File: src/common/pmc_pkg.sv
// power mode control package: modes, register map, fields, timing counts
// assumes a 20 MHz system clock
`default_nettype none
package pmc_pkg;
    typedef enum logic [2:0] {
        PMC_ACTIVE, PMC_IDLE, PMC_STANDBY, PMC_SHUTDOWN, PMC_RESET_HOLD, PMC_WAKING
    } pmc_mode_t;
    localparam int CLK_HZ = 20000000;
    localparam int WAKE_IDLE_NS = 14000;
    localparam int WAKE_STBY_NS = 151000;
    localparam int WAKE_SHDN_NS = 1015000;
    localparam int CLK_NS = 1000000000 / CLK_HZ;
    localparam int WAKE_IDLE_CYC = WAKE_IDLE_NS / CLK_NS;
    localparam int WAKE_STBY_CYC = WAKE_STBY_NS / CLK_NS;
    localparam int WAKE_SHDN_CYC = WAKE_SHDN_NS / CLK_NS;
    localparam int BOD_PERIOD_CYC = 64;
    localparam int CNT_W = 16;
    localparam int NUM_SRAM = 4;
    localparam int NUM_IO = 16;
    localparam logic [3:0] ADDR_CTRL = 4'h0;
    localparam logic [3:0] ADDR_RET = 4'h1;
    localparam logic [3:0] ADDR_CLK = 4'h2;
    localparam logic [3:0] ADDR_WAKE = 4'h3;
    localparam logic [3:0] ADDR_STAT = 4'h4;
    localparam logic [3:0] ADDR_RST = 4'h5;
    localparam int CTRL_CMD_LSB = 0;
    localparam logic [1:0] CMD_IDLE = 2'h1;
    localparam logic [1:0] CMD_STANDBY = 2'h2;
    localparam logic [1:0] CMD_SHUTDOWN = 2'h3;
    localparam int CTRL_CACHE_OFF = 2;
    localparam int CTRL_SC_WAKE_EN = 3;
    localparam int CLK_HF_INT = 0;
    localparam int CLK_LF_OUT = 1;
    localparam logic [3:0] RET_RESET = 4'hf;
    localparam logic [3:0] RST_POR = 4'h1;
    localparam logic [3:0] RST_PIN = 4'h2;
    localparam logic [3:0] RST_WAKEPIN = 4'h4;
    localparam logic [3:0] RST_BOD = 4'h8;
endpackage
`default_nettype wire

File: src/hw/pmc_top.sv
// power mode sequencer, clock gating, retention, io latch and reset cause
// assumes synchronous inputs, one clock, a plain register port
`default_nettype none
module pmc_top (
    // clock, reset, enable
    input wire logic clk,
    input wire logic arst_n,
    input wire logic ce,
    // register port
    input wire logic [3:0] addr,
    input wire logic [31:0] wdata,
    input wire logic wr,
    input wire logic rd,
    output logic [31:0] rdata,
    // events
    input wire logic irq_any,
    input wire logic rtc_evt,
    input wire logic sensor_evt,
    input wire logic reset_pin_n,
    input wire logic por_det,
    input wire logic supply_low,
    input wire logic slow_xtal_fitted,
    input wire logic [pmc_pkg::NUM_IO-1:0] wake_pin_sel,
    // io
    input wire logic [pmc_pkg::NUM_IO-1:0] io_in,
    input wire logic [pmc_pkg::NUM_IO-1:0] io_core_out,
    output logic [pmc_pkg::NUM_IO-1:0] io_out,
    output logic io_latched,
    // clocks and power
    output logic cpu_clk_en,
    output logic mem_clk_en,
    output logic periph_clk_en,
    output logic radio_clk_en,
    output logic fast_crystal_osc_en,
    output logic fast_crystal_dbl_en,
    output logic fast_internal_osc_en,
    output logic slow_crystal_osc_en,
    output logic slow_internal_osc_en,
    output logic slow_clk_out_en,
    output logic always_on_domain_pwr,
    output logic sensor_pwr,
    output logic [pmc_pkg::NUM_SRAM-1:0] sram_pwr,
    output logic cache_as_ram,
    output logic brownout_detector_en,
    output logic por_det_en,
    output logic sys_reset_n,
    output logic bod_lock
);
    import pmc_pkg::*;

    pmc_mode_t mode_reg, mode_next, from_reg;
    logic [CNT_W-1:0] cnt_reg;
    logic [3:0] ret_reg;
    logic [1:0] clk_reg;
    logic cache_off_reg, sc_wake_reg, dip_reg, lock_reg;
    logic [3:0] cause_reg;
    logic [NUM_IO-1:0] io_prev_reg;
    logic [7:0] bod_cnt_reg;
    logic wake_pin_evt, cmd_wr, standby_wake, bod_trip;

    assign cmd_wr = wr && addr == ADDR_CTRL;
    // edge seen on any selected wake pin
    assign wake_pin_evt = |((io_in ^ io_prev_reg) & wake_pin_sel);
    // sensor only counts when its wake is enabled
    assign standby_wake = wake_pin_evt || rtc_evt || (sensor_evt && sc_wake_reg);
    assign bod_trip = supply_low && brownout_detector_en;

    always_ff @(posedge clk or negedge arst_n) begin
        if (!arst_n) begin
            io_prev_reg <= '0;
        end else if (ce) begin
            io_prev_reg <= io_in;
        end
    end

    // mode sequencer
    always_comb begin
        mode_next = mode_reg;
        if (!reset_pin_n) begin
            mode_next = PMC_RESET_HOLD;
        end else begin
            case (mode_reg)
                PMC_ACTIVE: begin
                    if (cmd_wr && wdata[CTRL_CMD_LSB +: 2] == CMD_IDLE) begin
                        mode_next = PMC_IDLE;
                    end else if (cmd_wr && wdata[CTRL_CMD_LSB +: 2] == CMD_STANDBY) begin
                        mode_next = PMC_STANDBY;
                    end else if (cmd_wr && wdata[CTRL_CMD_LSB +: 2] == CMD_SHUTDOWN) begin
                        mode_next = PMC_SHUTDOWN;
                    end
                end
                PMC_IDLE: if (irq_any) mode_next = PMC_WAKING;
                PMC_STANDBY: if (standby_wake) mode_next = PMC_WAKING;
                PMC_SHUTDOWN: if (wake_pin_evt) mode_next = PMC_WAKING;
                PMC_RESET_HOLD: mode_next = PMC_WAKING;
                PMC_WAKING: if (cnt_reg == '0 && !lock_reg) mode_next = PMC_ACTIVE;
                default: mode_next = PMC_ACTIVE;
            endcase
        end
    end

    always_ff @(posedge clk or negedge arst_n) begin
        if (!arst_n) begin
            mode_reg <= PMC_WAKING;
            from_reg <= PMC_SHUTDOWN;
        end else if (ce) begin
            mode_reg <= mode_next;
            if (mode_next == PMC_WAKING && mode_reg != PMC_WAKING) begin
                from_reg <= mode_reg;
            end
        end
    end

    // wake delay counter, loaded per mode left
    always_ff @(posedge clk or negedge arst_n) begin
        if (!arst_n) begin
            cnt_reg <= CNT_W'(WAKE_SHDN_CYC - 1);
        end else if (ce) begin
            if (mode_next == PMC_WAKING && mode_reg != PMC_WAKING) begin
                case (mode_reg)
                    PMC_IDLE: cnt_reg <= CNT_W'(WAKE_IDLE_CYC - 1);
                    PMC_STANDBY: cnt_reg <= CNT_W'(WAKE_STBY_CYC - 1);
                    default: cnt_reg <= CNT_W'(WAKE_SHDN_CYC - 1);
                endcase
            end else if (mode_reg == PMC_WAKING && cnt_reg != '0) begin
                cnt_reg <= cnt_reg - 1'b1;
            end
        end
    end

    // software registers; lost across shutdown and reset hold
    always_ff @(posedge clk or negedge arst_n) begin
        if (!arst_n) begin
            ret_reg <= RET_RESET;
            clk_reg <= '0;
            cache_off_reg <= 1'b0;
            sc_wake_reg <= 1'b0;
        end else if (ce) begin
            if (mode_reg == PMC_SHUTDOWN || mode_reg == PMC_RESET_HOLD) begin
                ret_reg <= RET_RESET;
                clk_reg <= '0;
                cache_off_reg <= 1'b0;
                sc_wake_reg <= 1'b0;
            end else if (wr && addr == ADDR_RET) begin
                ret_reg <= wdata[NUM_SRAM-1:0];
            end else if (wr && addr == ADDR_CLK) begin
                clk_reg <= wdata[1:0];
            end else if (cmd_wr) begin
                cache_off_reg <= wdata[CTRL_CACHE_OFF];
                sc_wake_reg <= wdata[CTRL_SC_WAKE_EN];
            end
        end
    end

    // reset cause; the event wins over a software clear
    always_ff @(posedge clk or negedge arst_n) begin
        if (!arst_n) begin
            cause_reg <= RST_POR;
        end else if (ce) begin
            if (por_det) begin
                cause_reg <= RST_POR;
            end else if (mode_reg == PMC_RESET_HOLD) begin
                cause_reg <= RST_PIN;
            end else if (mode_reg == PMC_SHUTDOWN && wake_pin_evt) begin
                cause_reg <= RST_WAKEPIN;
            end else if (bod_trip) begin
                cause_reg <= cause_reg | RST_BOD;
            end else if (wr && addr == ADDR_RST) begin
                cause_reg <= cause_reg & ~wdata[3:0];
            end
        end
    end

    // brownout duty cycle in standby and lock on wake
    always_ff @(posedge clk or negedge arst_n) begin
        if (!arst_n) begin
            bod_cnt_reg <= '0;
            dip_reg <= 1'b0;
            lock_reg <= 1'b0;
        end else if (ce) begin
            // wraps at the period so the check pulse repeats in long standby
            if (mode_reg == PMC_STANDBY && bod_cnt_reg != 8'(BOD_PERIOD_CYC - 1)) begin
                bod_cnt_reg <= bod_cnt_reg + 1'b1;
            end else begin
                bod_cnt_reg <= '0;
            end
            if (mode_reg == PMC_STANDBY && supply_low) begin
                dip_reg <= 1'b1;
            end else if (mode_reg == PMC_ACTIVE) begin
                dip_reg <= 1'b0;
            end
            if (por_det || mode_reg == PMC_RESET_HOLD) begin
                lock_reg <= 1'b0;
            end else if (mode_reg == PMC_STANDBY && mode_next == PMC_WAKING && dip_reg) begin
                lock_reg <= 1'b1;
            end
        end
    end

    // io latch: hold last driven value in standby and shutdown
    always_ff @(posedge clk or negedge arst_n) begin
        if (!arst_n) begin
            io_out <= '0;
            io_latched <= 1'b0;
        end else if (ce) begin
            io_latched <= mode_next == PMC_STANDBY || mode_next == PMC_SHUTDOWN;
            if (!(mode_reg == PMC_STANDBY || mode_reg == PMC_SHUTDOWN)) begin
                io_out <= clk_reg[CLK_LF_OUT] ? {io_core_out[NUM_IO-1:1], slow_clk_out_en}
                                              : io_core_out;
            end
        end
    end

    // clock gating and power outputs per mode
    always_ff @(posedge clk or negedge arst_n) begin
        if (!arst_n) begin
            cpu_clk_en <= 1'b0;
            mem_clk_en <= 1'b0;
            periph_clk_en <= 1'b0;
            radio_clk_en <= 1'b0;
            fast_crystal_osc_en <= 1'b0;
            fast_crystal_dbl_en <= 1'b0;
            fast_internal_osc_en <= 1'b0;
            slow_crystal_osc_en <= 1'b0;
            slow_internal_osc_en <= 1'b0;
            slow_clk_out_en <= 1'b0;
            always_on_domain_pwr <= 1'b0;
            sensor_pwr <= 1'b0;
            sram_pwr <= '0;
            cache_as_ram <= 1'b0;
            brownout_detector_en <= 1'b0;
            por_det_en <= 1'b1;
            sys_reset_n <= 1'b0;
            bod_lock <= 1'b0;
        end else if (ce) begin
            cpu_clk_en <= mode_next == PMC_ACTIVE;
            mem_clk_en <= mode_next == PMC_ACTIVE;
            periph_clk_en <= mode_next == PMC_ACTIVE || mode_next == PMC_IDLE;
            radio_clk_en <= mode_next == PMC_ACTIVE || mode_next == PMC_IDLE;
            // fast clock only outside standby/shutdown/hold
            fast_crystal_osc_en <= (mode_next == PMC_ACTIVE || mode_next == PMC_IDLE
                                    || mode_next == PMC_WAKING);
            fast_crystal_dbl_en <= (mode_next == PMC_ACTIVE || mode_next == PMC_IDLE
                                    || mode_next == PMC_WAKING);
            fast_internal_osc_en <= clk_reg[CLK_HF_INT] && (mode_next == PMC_ACTIVE
                                    || mode_next == PMC_IDLE);
            slow_crystal_osc_en <= slow_xtal_fitted && mode_next != PMC_SHUTDOWN
                                   && mode_next != PMC_RESET_HOLD;
            slow_internal_osc_en <= !slow_xtal_fitted && mode_next != PMC_SHUTDOWN
                                    && mode_next != PMC_RESET_HOLD;
            slow_clk_out_en <= clk_reg[CLK_LF_OUT] && mode_next != PMC_SHUTDOWN;
            always_on_domain_pwr <= mode_next != PMC_SHUTDOWN
                                    && mode_next != PMC_RESET_HOLD;
            sensor_pwr <= mode_next != PMC_SHUTDOWN && mode_next != PMC_RESET_HOLD;
            for (int i = 0; i < NUM_SRAM; i++) begin
                if (mode_next == PMC_SHUTDOWN || mode_next == PMC_RESET_HOLD) begin
                    sram_pwr[i] <= 1'b0;
                end else if (mode_next == PMC_STANDBY) begin
                    sram_pwr[i] <= ret_reg[i];
                end else begin
                    sram_pwr[i] <= 1'b1;
                end
            end
            cache_as_ram <= cache_off_reg;
            brownout_detector_en <= (mode_next == PMC_ACTIVE || mode_next == PMC_IDLE
                                     || mode_next == PMC_WAKING)
                                    || (mode_next == PMC_STANDBY
                                        && bod_cnt_reg == 8'(BOD_PERIOD_CYC - 1));
            por_det_en <= 1'b1;
            // standby and idle exits resume; others restart the cpu
            sys_reset_n <= !(mode_next == PMC_SHUTDOWN || mode_next == PMC_RESET_HOLD
                             || (mode_next == PMC_WAKING && from_reg != PMC_IDLE
                                 && from_reg != PMC_STANDBY));
            bod_lock <= lock_reg;
        end
    end

    // read port
    always_ff @(posedge clk or negedge arst_n) begin
        if (!arst_n) begin
            rdata <= '0;
        end else if (ce) begin
            rdata <= '0;
            if (rd) begin
                case (addr)
                    ADDR_CTRL: rdata <= {28'h0, sc_wake_reg, cache_off_reg, 2'h0};
                    ADDR_RET: rdata <= {28'h0, ret_reg};
                    ADDR_CLK: rdata <= {30'h0, clk_reg};
                    ADDR_STAT: rdata <= {27'h0, lock_reg, 1'b0, mode_reg};
                    ADDR_RST: rdata <= {28'h0, cause_reg};
                    default: rdata <= '0;
                endcase
            end
        end
    end

    chk_idle_gates_cpu: assert property (@(posedge clk) disable iff (!arst_n)
        ce && mode_reg == PMC_IDLE && mode_next == PMC_IDLE |=> !cpu_clk_en && periph_clk_en)
        else $error("cpu clocked in idle");
    chk_standby_wake_src: assert property (@(posedge clk) disable iff (!arst_n)
        ce && mode_reg == PMC_STANDBY && reset_pin_n && !standby_wake |=> mode_reg == PMC_STANDBY)
        else $error("standby left without wake");
    chk_idle_wake_time: assert property (@(posedge clk) disable iff (!arst_n || !reset_pin_n)
        $rose(mode_reg == PMC_WAKING) && from_reg == PMC_IDLE && ce
        |-> ##278 mode_reg == PMC_WAKING ##[1:22] mode_reg != PMC_WAKING)
        else $error("idle wake time wrong");
    chk_shdn_no_fast: assert property (@(posedge clk) disable iff (!arst_n)
        mode_reg == PMC_SHUTDOWN && $past(mode_reg) == PMC_SHUTDOWN
        |-> !fast_crystal_osc_en && !always_on_domain_pwr)
        else $error("power on in shutdown");
    chk_io_held: assert property (@(posedge clk) disable iff (!arst_n)
        mode_reg == PMC_STANDBY && $past(mode_reg) == PMC_STANDBY |-> $stable(io_out))
        else $error("io moved in standby");
    chk_cause_pin: assert property (@(posedge clk) disable iff (!arst_n)
        ce && mode_reg == PMC_RESET_HOLD && !por_det |=> cause_reg == RST_PIN)
        else $error("reset pin cause lost");
    chk_sram_ret: assert property (@(posedge clk) disable iff (!arst_n)
        ce && mode_next == PMC_STANDBY |=> sram_pwr == $past(ret_reg))
        else $error("retention mismatch");
    chk_por_always: assert property (@(posedge clk) disable iff (!arst_n)
        por_det_en) else $error("por detect off");
endmodule
`default_nettype wire

File: config.mk
export PLATFORM = sky130hd
export DESIGN_NAME = pmc_top
export DESIGN_NICKNAME = d
export VERILOG_FILES = /design/src/common/pmc_pkg.sv /design/src/hw/pmc_top.sv
export SDC_FILE = /design/constraint.sdc
export NUM_CORES = 1
export LEC_CHECK = 0
export ABC_AREA = 1
export BUFFER_PORTS_ARGS = -buffer_cell sky130_fd_sc_hd__buf_4
export CAP_MARGIN = 20
export CORE_MARGIN = 4
export CORE_UTILIZATION = 47
export DETAILED_ROUTE_END_ITERATION = 8
export MAX_ROUTING_LAYER = met4
export PLACE_DENSITY_LB_ADDON = 0.05
export SETUP_SLACK_MARGIN = 0.2
export SLEW_MARGIN = 15
export SYNTH_ARGS = -nofsm -noshare
export SYNTH_HDL_FRONTEND = slang
export SYNTH_SLANG_ARGS = --single-unit
File: constraint.sdc
create_clock -name clk -period 1.9 [get_ports clk]
set_clock_uncertainty 0.05 [all_clocks]
set_input_delay 0.19 -clock clk [delete_from_list [all_inputs] [get_ports clk]]
set_output_delay 0.19 -clock clk [all_outputs]
set_load 0.005 [all_outputs]
* Word level (Yosys, flattened, before mapping) *
Cells that the tools add are included.

operators by class
  equal/unequal tests = 27
  add/sub/neg operators = 2
  bitwise gates (word level) = 5
  mux-type cells = 46
  reductions and logical operators = 65

operator list
  operator               count
  $mux 16                2
  $pmux 15 s2            1
  $mux 4                 7
  $logic_and 1x1->1      27
  $pmux 5 s5             1
  $mux 3                 8
  $mux 1                 21
  $pmux 3 s6             1
  $and 16x16->16         1
  $logic_not 16->1       1
  $reduce_bool 16->1     1
  $reduce_or 16->1       1
  $sub 16x1->16 const B  1
  $xor 16x16->16         1
  $reduce_and 2->1       7
  $eq 3x2->1 const B     4
  $eq 3x3->1 const B     4
  $reduce_bool 2->1      6
  $logic_or 1x1->1       11
  $add 8x1->8 const B    1
  $eq 4x3->1 const B     2
  $eq 8x6->1 const B     1
  $mux 8                 1
  $ne 8x6->1 const B     1
  22 further kinds       33

storage, ports and cells
  bits of input ports = 96
  word-level logic and storage cells = 174
  output and inout port bits = 70
  register bits after elaboration = 125

* Logic depth before layout (Yosys ltp) *
Gate-level depths: netlist of run 1.

  word-level depth = 13
  mapped depth = 16
  mapped depth without buffers = 16

* Worst setup path after synthesis of run 1 *
No wires, ideal clock.

  path type = register -> register
  start point = register cnt_reg[0]
  end point = register cnt_reg[4]
  path buffers = 1
  data arrival time = 1.778 ns
  cell stages (with the launch flop) = 16
  path slack = -0.044 ns
  cell sequence = dfstp_2 -> inv_2 -> ha_1 -> nand4_1 -> nor2_1 -> nand2_1 -> nand2_1 -> nand2_1 -> nor2_2 -> nand2_1 -> nand3_2 -> nor2_4 -> nand3_4 -> buf_6 -> nand3_1 -> nand2_1

between the ends
  cells in the longest elaborated chain, start to end = 9

RTL lines
  what                         RTL line        text
  start: declaration           pmc_top.sv:52   logic [CNT_W-1:0] cnt_reg;
  start signal: assignment     pmc_top.sv:117  cnt_reg <= CNT_W'(WAKE_SHDN_CYC - 1);
  start signal: assignment     pmc_top.sv:121  PMC_IDLE: cnt_reg <= CNT_W'(WAKE_IDLE_CYC - 1);
  start signal: assignment     pmc_top.sv:122  PMC_STANDBY: cnt_reg <= CNT_W'(WAKE_STBY_CYC - 1);
  $logic_not 16->1             pmc_top.sv:96   PMC_WAKING: if (cnt_reg == '0 && !lock_reg) mode_next = PMC_ACTIVE;
  $logic_and 1x1->1            pmc_top.sv:96
  $mux 3                       pmc_top.sv:96
  $pmux 3 s6                   pmc_top.sv:82   case (mode_reg)
  $mux 3                       pmc_top.sv:79   if (!reset_pin_n) begin
  $eq 3x3->1                   pmc_top.sv:119  if (mode_next == PMC_WAKING && mode_reg != PMC_WAKING) begin
  $logic_and 1x1->1            pmc_top.sv:119
  $reduce_bool 2->1 (no line)  n/a
  $reduce_and 2->1 (no line)   n/a

Several ways; a longest one is shown, not always the timed one. The select of a mux whose other input is x is not followed.
A chain may end at the register's enable or synchronous reset.

* Worst setup path in the final report of run 1 *
  start point = register cnt_reg[0]
  end point = register from_reg[2]

between the ends
  cells in the longest elaborated chain, start to end = 8

RTL lines
  what                        RTL line        text
  $logic_not 16->1            pmc_top.sv:96
  $logic_and 1x1->1           pmc_top.sv:96
  $mux 3                      pmc_top.sv:96
  $pmux 3 s6                  pmc_top.sv:82
  $mux 3                      pmc_top.sv:79
  $eq 3x3->1                  pmc_top.sv:108  if (mode_next == PMC_WAKING && mode_reg != PMC_WAKING) begin
  $logic_and 1x1->1           pmc_top.sv:108
  $reduce_and 2->1 (no line)  n/a
  end signal: assignment      pmc_top.sv:109  from_reg <= mode_reg;
  end: declaration            pmc_top.sv:51   pmc_mode_t mode_reg, mode_next, from_reg;

No other way between the ends.

==> results_dict.tcl, run 1 <==
set metrics [dict create \
    status "complete, but fails checks" \
    violations "setup timing" \
    maxSlewHeadroom_pct 61.8 \
    r2r_end "from_reg[2]$_DFFE_PN0P_" \
    yosys.area.top_type "dfrtp_1" \
    route.detailed.drc 0 \
    worst_slew_pin_slew_ns 0.569 \
    clockRootBuffer "clkbuf_16" \
    dieWidth_um 114 \
    ys_seq_area_share_pct 46.6 \
    ios 166 \
    initial_core_util_pct 48.5 \
    critical_path_required_ns 2.11 \
    fmax_mhz 482 \
    drt_iter0_drc 255 \
    synth-edff-count 0 \
    crit_arrival_ns 2.28 \
    finalCriticalPeriod_ns 2.07 \
    drv_slew 0 \
    holdPathStages 3 \
    final-setup-viol-count 35 \
    final_area_mm2 0.00795 \
    areaGrowthSynthToFinish_pct 49.7 \
    rr_worst_depth 15 \
    ant_nets 0 \
    worst_slack_ns -0.174 \
    cts_made_buffers 9 \
    crit_type "register to register" \
    portBuffers 109 \
    postPlaceCellArea_mm2 0.00670 \
    fin_crit_sh_pct 109 \
    first_global_vias 5215 \
    p_leak_nw 4.04 \
    ir_worst_vdd_mv 0.550 \
    clock_latency_ns 0.36 \
    die_area_mm2 0.0131 \
    yosys.cell_types.count 49 \
    gp_congestion 0.886 \
    netlist_area_mm2 0.00531 \
    ff2ff_setup_slack_ns -0.17 \
    timing.hold.ws_ns 0.00554 \
    synth-main-ff-cell "dfrtp_1" \
    grt_max_degree 36 \
    pwr_density_cell_mw_per_mm2 873 \
    totalWireLength_mm 15.5 \
    synth.area.top_cells "dfrtp_1 (38%), nand2_1 (18%), dfstp_2 (8.9%)" \
    synth_top_area_share_pct 37.7 \
    htreeDepth 3 \
    avgSynthCellArea_um2 7.61 \
    ys_ff_latch 98 \
    clkSinkCount 98 \
    hold_violations 0 \
    antenna_found_initial 0 \
    synth_cells 697 \
    cts.clk_slew.worst_paths_ns 0.08 \
    viasPerCell 4.94 \
    yosysMostFrequentCell "nand2_1" \
    clockBufferDepth 2 \
    hp-start "io_in[6]" \
    routed-via-count 5269 \
    min_path_type "input pin to register" \
    fill_cells 860 \
    drt_pass1_iterations 5 \
    critPathMaxFanout 11 \
    regToRegStartpoint "cnt_reg[0]$_DFFE_PN1P_" \
    coreArea_mm2 0.0109 \
    grt_pass1_wl_mm 24.8 \
    die-height_um 114 \
    hold_path_end "io_prev_reg[6]$_DFFE_PN0P_" \
    track_usage_pct 24.5 \
    gr-total-overflow 0 \
    post_drt_wl_per_cell_um 14.5 \
    end_kind "register" \
    rsz0062_at_grt "true" \
    dp_hpwl_mm 10.7 \
    cap_violations 0 \
    cts_tree "done" \
    synth_common_cells "nand2_1 (253), dfrtp_1 (80), nor2_1 (74)" \
    row_count 38 \
    drive_gt1_share_pct 37.4 \
    ys.warnings.count 0 \
    nets 1019 \
    synth-async-reset-ratio_pct 100 \
    start_kind "register" \
]
==> critical path: stages (launching register included) <==
cell,delay [ns]
dfstp_2,0.54
inv_2,0.05
ha_4,0.14
nand4_1,0.08
nor2_1,0.05
nand2_1,0.09
nand2_2,0.08
nand2_2,0.07
nor2_2,0.05
nand2_1,0.07
nand3_2,0.09
nor2_4,0.14
nand3_4,0.13
buf_6,0.18
nand2_1,0.08
o21ai_2,0.05
==> metal layers <==
layer	GRT usage [%]	wire length [µm]	up-vias
li1	-	-	2606
met4	10.5	391	0
met2	40.7	7910	143
met1	30.0	6540	2488
met3	3.28	635	32
met5	-	0	-
==> through the flow <==
step / utilization [%] / cells / TNS [ns] / worst slack [ns] / total power [W]
after floorplan: - / 723 / -0.0417 / -0.0146 / 0.00377
after global placement: 61.2 / 999 / -3.54 / -0.169 / 0.00466
after detailed placement: 61.2 / 999 / -5.14 / -0.231 / 0.00471
after CTS: 69.0 / 1050 / -2.54 / -0.160 / 0.00677
after global routing: 72.6 / 1065 / -8.63 / -0.321 / 0.00733
final: 72.7 / 1066 / -3.93 / -0.174 / 0.00693
==> repair_timing <==
| item | CTS | global route |
|---|---|---|
| pin swaps | 15 | 20 |
| hold endpoints to repair | 53 | 0 |
| hold buffers | 30 | 0 |
| resized for setup | 60 | 63 |
| gates cloned | 0 | 1 |
| buffers inserted | 5 | 14 |
| endpoints found under the setup margin | 52 | 72 |
==> area by class of cell <==
cell class                      count  area (µm²)  share of cell area, %
Clock buffer                        9         225                   2.83
Clock inverter                      7        67.6                  0.850
Tap cell                          140         175                   2.20
Antenna cell                        1        2.50                 0.0315
Multi-Input combinational cell    518        2830                   35.6
Inverter                           61         240                   3.02
Sequential cell                    98        2470                   31.1
Timing Repair Buffer              232        1930                   24.3
==> logic make-up (layout without fill, tap and decap cells) <==
| logic type | count (synthesis) | in the layout | share of synthesized area [%] |
|---|---|---|---|
| AO/OA/AOI/OAI | 70 | 70 | 8.06 |
| XOR/XNOR | 13 | 13 | 2.15 |
| adder cells (fa/ha/maj) | 3 | 3 | 0.707 |
| buffers and inverters | 108 | 309 | 10.2 |
| flip-flops | 98 | 98 | 46.6 |
| other | 2 | 29 | 0.142 |
| AND/OR/NAND/NOR | 403 | 404 | 32.1 |
==> where the power goes <==
| group | leakage (nW) | switching [W] | internal [W] |
|---|---|---|---|
| Combinational | 2.68 | 0.00125 | 0.00117 |
| Sequential | 1.22 | 0.000199 | 0.00247 |
| Clock | 0.142 | 0.000922 | 0.000929 |
==> worst max-delay path by stage <==
stage | from | endpoint | slack, ns | cells after the start
after global placement | mode_reg[0]$_DFFE_PN1P_ | cnt_reg[4]$_DFFE_PN0P_ | -0.17 | 14
after CTS | cnt_reg[0]$_DFFE_PN1P_ | from_reg[2]$_DFFE_PN0P_ | -0.16 | 15
final | cnt_reg[0]$_DFFE_PN1P_ | from_reg[2]$_DFFE_PN0P_ | -0.17 | 15
after detailed placement | cnt_reg[7]$_DFFE_PN0P_ | cnt_reg[9]$_DFFE_PN1P_ | -0.23 | 15
after floorplan | cnt_reg[1]$_DFFE_PN1P_ | cnt_reg[4]$_DFFE_PN0P_ | -0.01 | 15
after global routing | cnt_reg[0]$_DFFE_PN1P_ | cnt_reg[13]$_DFFE_PN0P_ | -0.32 | 12
==> layout by cell type, fill, tap and decap left out, drive strengths merged <==
cell type    netlist  layout
nor2              77      77
a22o               1       1
o31ai              1       1
nor3b              2       2
o22ai              6       6
o32ai              1       1
nand3             44      44
xor2               7       7
nor4               3       3
o21ai             31      31
dfstp             18      18
dlygate4sd3        0      30
a31oi              2       2
conb               2      28
o211ai             4       4
buf               39     202
a22oi              1       1
a211oi             1       1
a21oi             19      19
dfrtp             80      80
clkbuf             8       9
clkinvlp           0       2
inv               60      65
o32a               1       1
xnor2              6       6
nand4              5       6
or2                2       2
a221o              1       1
nand2            256     256
nand3b             1       1
nor3              13      13
diode              0       1
ha                 3       3
a41oi              1       1
clkinv             1       1
Power figures use the tool's default switching activity.
==> run 2, diff against run 1 <==
==> constraint.sdc (replaced) <==
create_clock -name clk -period 1.9 [get_ports clk]
set_clock_uncertainty 0.05 [all_clocks]
set_input_delay 0.095 -clock clk [delete_from_list [all_inputs] [get_ports clk]]
set_output_delay 0.095 -clock clk [all_outputs]
set_load 0.005 [all_outputs]
==> run 2 against run 1 <==
Effect of this change:
- the flow still finishes with violations (setup timing)
- register-to-register slack about the same
- critical path type unchanged
- routed wire length up 0.16%
- non-clock buffer count up 8
- final cell count up 0.66%
- sequential power about the same
- largest power group unchanged
- via count up 0.55%
- core utilization up 1.1 points
==> results_dict.tcl, run 2 (synthesized netlist as in run 1, its figures left out) <==
set metrics [dict create \
    grt_max_degree 54 \
    wl_met3_um 647 \
    mostFrequentLayoutCells "nand2_1 (228), buf_4 (179), dfrtp_1 (80)" \
    die_area_mm2 0.0131 \
    cpPeakStageDelay_ns 0.54 \
    fin_crit_sh_pct 109 \
    antenna_cells 0 \
    route.detailed.drc 0 \
    routed-via-count 5298 \
    finalCriticalPeriod_ns 2.07 \
    nets 1027 \
    crit_type "register to register" \
    min_path_type "input pin to register" \
    totalWireLength_mm 15.5 \
    gp_congestion 0.848 \
    hold_violations 0 \
    top_layer "met4" \
    finalSetupTns_ns -4.10 \
    dp_hpwl_mm 10.5 \
    status "complete, but fails checks" \
    critPathTopFamily "simple AND/OR/NAND/NOR gates" \
    grt_pass1_wl_mm 24.9 \
    final-setup-viol-count 35 \
    end_kind "register" \
    coreArea_mm2 0.0109 \
    critical_path_required_ns 2.10 \
    cap_violations 0 \
    crit_top_cell "nand2_2" \
    layout_commonest_cell "nand2_1" \
    clock_latency_ns 0.35 \
    gr-total-overflow 0 \
    track_usage_pct 24.3 \
    antenna_found_initial 0 \
    die-height_um 114 \
    worst_slack_ns -0.174 \
    drt_pass1_iterations 5 \
    post-route-util_pct 73.8 \
    ir_worst_vdd_mv 0.700 \
    violations "setup timing" \
    dieWidth_um 114 \
    cts.clk_slew.worst_paths_ns 0.07 \
    drive_gt1_share_pct 38.0 \
    fmax_mhz 482 \
    crit_arrival_ns 2.27 \
    drv_slew 0 \
    areaGrowthSynthToFinish_pct 52.1 \
    post_drt_wl_per_cell_um 14.4 \
    clockBufferDepth 2 \
    ant_nets 0 \
    cts_tree "done" \
    row_count 38 \
    viasPerCell 4.94 \
    portBuffers 109 \
    first_global_vias 5228 \
    drt_iter0_drc 263 \
    cts_made_buffers 9 \
    ios 166 \
    critPathMaxFanout 5 \
    critical_path.cell_chain "inv_2 -> ha_4 -> nand4_1 -> nor2_1 -> nand2_1 -> nand2_2 -> nand2_2 -> nor2_4 -> a21oi_4 -> buf_6 -> nand2_4 -> nand3_4 -> buf_4 -> o21ai_2" \
    clockRootBuffer "clkbuf_16" \
    fill_cells 856 \
    initial_core_util_pct 48.5 \
    m1WireLength_mm 6.63 \
    htreeDepth 3 \
    wl_met2_mm 7.86 \
    cp_slowest_cell "dfstp_2" \
    pwr_density_cell_mw_per_mm2 858 \
    p_leak_nw 4.06 \
    start_kind "register" \
    clkSinkCount 98 \
    cp.buffers_inverters 3 \
    rsz0062_at_grt "true" \
]
-- run 2: final cells by class --
cell class	instances	area [µm²]	share of cell area [%]
clock buffers	10	239	2.96
clock inverters	6	51.3	0.636
inverters	61	243	3.01
multi-input cells	518	2870	35.6
flip-flops and latches	98	2470	30.7
well taps	140	175	2.17
repair buffers	240	2020	25.0
-- run 2: what timing repair did --
item	in CTS	in global routing
endpoints found under the setup margin	57	68
setup buffers	18	9
pin swaps	29	32
hold buffers	43	0
gates resized for setup	79	58
cloned	0	2
hold endpoints to repair	135	0
-- run 2: worst paths after layout --
| check | endpoint | cells after the start | slack [ns] | from |
|---|---|---|---|---|
| max reg2reg | sram_pwr[0]$_DFFE_PN0P_ | 14 | -0.17 | cnt_reg[0]$_DFFE_PN1P_ |
| min reg2reg | io_out[12]$_DFFE_PN0P_ | 2 | 0.43 | io_out[12]$_DFFE_PN0P_ |
| max in group asynchronous | from_reg[0]$_DFFE_PN1P_ | 3 | 0.98 | arst_n |
| min in group asynchronous | io_prev_reg[3]$_DFFE_PN0P_ | 2 | 0.13 | arst_n |
| max | sram_pwr[0]$_DFFE_PN0P_ | 14 | -0.17 | cnt_reg[0]$_DFFE_PN1P_ |
| min | ret_reg[3]$_DFFE_PN1P_ | 3 | 0.08 | wr |
-- run 2: routing by layer --
layer	global-route usage, %	up-vias
met5	-	-
met4	8.08	0
met3	2.75	28
met2	40.3	150
met1	31.1	2498
li1	-	2622
-- run 2: metrics by stage --
stage	power (W)	area [µm²]	instances	setup WS [ns]	hold slack [ns]
6_report	0.00693	8070	1073	-0.174	0.0838
5_1_grt	0.00733	8070	1073	-0.286	0.0972
4_1_cts	0.00678	7740	1062	-0.140	0.0617
3_5_place_dp	0.00467	6590	985	-0.204	-0.0457
3_3_place_gp	0.00464	6590	985	-0.154	-0.0430
2_1_floorplan	0.00377	5440	723	-0.0146	-0.251
-- run 2: worst register-to-register path, stage by stage, from the launching register on --
cell     delay, ns
dfstp_2       0.54
inv_2         0.05
ha_4          0.14
nand4_1       0.06
nor2_1        0.05
nand2_1       0.10
nand2_2       0.09
nand2_2       0.09
nor2_4        0.05
a21oi_4       0.24
buf_6         0.17
nand2_4       0.07
nand3_4       0.11
buf_4         0.14
o21ai_2       0.05
-- run 2: power breakdown --
part / total [W] / internal (W) / switching [W]
sequential: 0.00268 / 0.00247 / 0.000207
clock: 0.00179 / 0.000938 / 0.000850
combinational: 0.00246 / 0.00119 / 0.00127
==> run 3, diff against run 2 <==
BUFFER_PORTS_ARGS = default   (was -buffer_cell sky130_fd_sc_hd__buf_4)
CORE_ASPECT_RATIO = 0.75   (was default)
CORE_UTILIZATION = 58   (was 47)
DONT_BUFFER_PORTS = 1   (was default)
==> run 3 against run 2 <==
Effect of this change:
- the flow finishes with violations (hold timing, setup timing)
- routed wire length is 4.7% higher
- worst setup slack worse by 0.12 ns
- design area is 11% lower
- final cell count is 13% lower
- fmax is 5.3% lower
- clock power is 3% higher
- largest power group unchanged
- combinational power is 9.3% lower
- critical endpoint is now cnt_reg[7]$_DFFE_PN0P_
==> results_dict.tcl, run 3 (synthesized netlist as in run 1, its figures left out) <==
set metrics [dict create \
    pwr_density_cell_mw_per_mm2 949 \
    wl_met2_mm 7.78 \
    drt_pass1_iterations 6 \
    cp_slowest_cell "dfstp_2" \
    initial_core_util_pct 61.2 \
    htreeDepth 3 \
    worst_slack_ns -0.289 \
    top_layer "met4" \
    critical_path_required_ns 2.10 \
    p_sw_w 0.00226 \
    timing.hold.ws_ns -0.614 \
    cpPeakStageDelay_ns 0.58 \
    clockBufferDepth 2 \
    finalCriticalPeriod_ns 2.19 \
    power_frac_comb_pct 32.8 \
    cellInternalPower_w 0.00453 \
    rsz0062_at_grt "true" \
    dp_hpwl_mm 9.67 \
    drt_iter0_drc 367 \
    mostFrequentLayoutCells "nand2_1 (228), dfrtp_1 (80), buf_4 (64)" \
    die_area_mm2 0.0108 \
    status "complete, but fails checks" \
    antenna_cells 0 \
    min_path_type "input pin to async pin" \
    first_global_vias 4896 \
    drv_slew 0 \
    fmax_mhz 457 \
    violations "hold timing, setup timing" \
    cts_made_buffers 9 \
    nets 915 \
    routed-via-count 5167 \
    viasPerCell 5.56 \
    fin_crit_sh_pct 115 \
    clockRootBuffer "clkbuf_16" \
    final-setup-viol-count 36 \
    track_usage_pct 29.1 \
    dieWidth_um 118 \
    crit_type "register to register" \
    critPathMaxFanout 8 \
    coreArea_mm2 0.00867 \
    hold_violations 98 \
    grt_max_degree 99 \
    start_kind "register" \
    p_leak_nw 3.50 \
    crit_arrival_ns 2.39 \
    power.share.clock_pct 27.2 \
    maxSlewHeadroom_pct 63.6 \
    cts_tree "done" \
    switching_share_pct 33.2 \
    p_seq_share_pct 40.0 \
    route.detailed.drc 0 \
    grt_pass1_wl_mm 24.8 \
    portBuffers 0 \
    areaGrowthSynthToFinish_pct 34.9 \
    critical_path.cell_chain "inv_4 -> nor2_2 -> nand2_2 -> nand2_1 -> nor2_2 -> nand2_1 -> nand3_2 -> nor2_4 -> nand3_4 -> buf_8 -> nand3_2 -> nand2_1" \
    drive_gt1_share_pct 28.6 \
    ios 166 \
    end_kind "register" \
    layout_commonest_cell "nand2_1" \
    gp_congestion 0.918 \
    cap_violations 0 \
    antenna_found_initial 0 \
    fill_cells 512 \
    post_drt_wl_per_cell_um 17.5 \
    clkSinkCount 98 \
    dp_slack_ns -0.236 \
    hold_buffers 45 \
    wl_met3_mm 1.49 \
    ir_worst_vdd_mv 0.746 \
    ant_nets 0 \
    finalSetupTns_ns -7.72 \
    die-height_um 90.8 \
    worst_slew_pin_slew_ns 0.542 \
    totalWireLength_mm 16.2 \
    clock_latency_ns 0.35 \
    gr-total-overflow 0 \
    row_count 29 \
    cts.clk_slew.worst_paths_ns 0.07 \
    m1WireLength_mm 6.73 \
    crit_top_cell "nand2_1" \
]
==> run 3: worst paths after layout <==
| kind | cells past startpoint | slack (ns) | to | from |
|---|---|---|---|---|
| max in group asynchronous | 0 | 2.16 | cnt_reg[9]$_DFFE_PN1P_ | arst_n |
| min reg2reg | 2 | 0.43 | cnt_reg[14]$_DFFE_PN1P_ | cnt_reg[14]$_DFFE_PN1P_ |
| max reg2reg | 12 | -0.29 | cnt_reg[7]$_DFFE_PN0P_ | mode_reg[2]$_DFFE_PN1P_ |
| max | 12 | -0.29 | cnt_reg[7]$_DFFE_PN0P_ | mode_reg[2]$_DFFE_PN1P_ |
| min in group clk | 3 | 0.02 | from_reg[1]$_DFFE_PN1P_ | ce |
| min | 0 | -0.61 | sram_pwr[1]$_DFFE_PN0P_ | arst_n |
==> run 3: metal layers <==
metal  track usage, %  vias to the layer above
li1                 -                     2403
met1             39.0                     2472
met2             46.0                      269
met3             7.64                       23
met4             4.05                        0
met5                -                        -
==> run 3: final cells by class <==
type,instances,area [µm²],area share [%]
Timing Repair Buffer,128,1170,16.3
Sequential cell,98,2470,34.6
Clock inverter,3,40.0,0.559
Multi-Input combinational cell,518,2850,39.9
Clock buffer,13,250,3.50
Inverter,61,238,3.32
Tap cell,108,135,1.89
==> run 3: timing repair <==
action,in CTS,in global routing
setup endpoints to repair,53,74
cloned,1,1
endpoints found under the hold margin,166,98
pin swaps,21,27
buffers inserted,12,11
gates resized for setup,67,68
==> run 3: power by group through the flow <==
| stage | Clock, W | Sequential [W] | Combinational (W) |
|---|---|---|---|
| 3_3_place_gp | 0 | 0.00272 | 0.00159 |
| 6_report | 0.00185 | 0.00272 | 0.00223 |
| 3_5_place_dp | 0 | 0.00273 | 0.00165 |
| 5_1_grt | 0.00195 | 0.00275 | 0.00243 |
| 4_1_cts | 0.00184 | 0.00270 | 0.00196 |
| 2_1_floorplan | 0 | 0.00270 | 0.00107 |
==> run 3: critical path: cells and delay by family, from the launching register on <==
kind / cells / cell delay [ns]
and+or+nand+nor: 10 / 1.14
DFF: 1 / 0.58
buffers and inverters: 2 / 0.28
==> run 3: through the flow <==
step / instances / hold slack [ns] / util [%] / total power, W / instance area, µm²
after CTS: 917 / -0.614 / 78.5 / 0.00650 / 6810
after global placement: 843 / -0.248 / 65.7 / 0.00431 / 5700
after detailed placement: 843 / -0.248 / 65.7 / 0.00438 / 5700
final: 929 / -0.614 / 82.5 / 0.00679 / 7160
after global routing: 929 / -0.627 / 82.5 / 0.00713 / 7160
after floorplan: 723 / -0.251 / - / 0.00377 / 5440
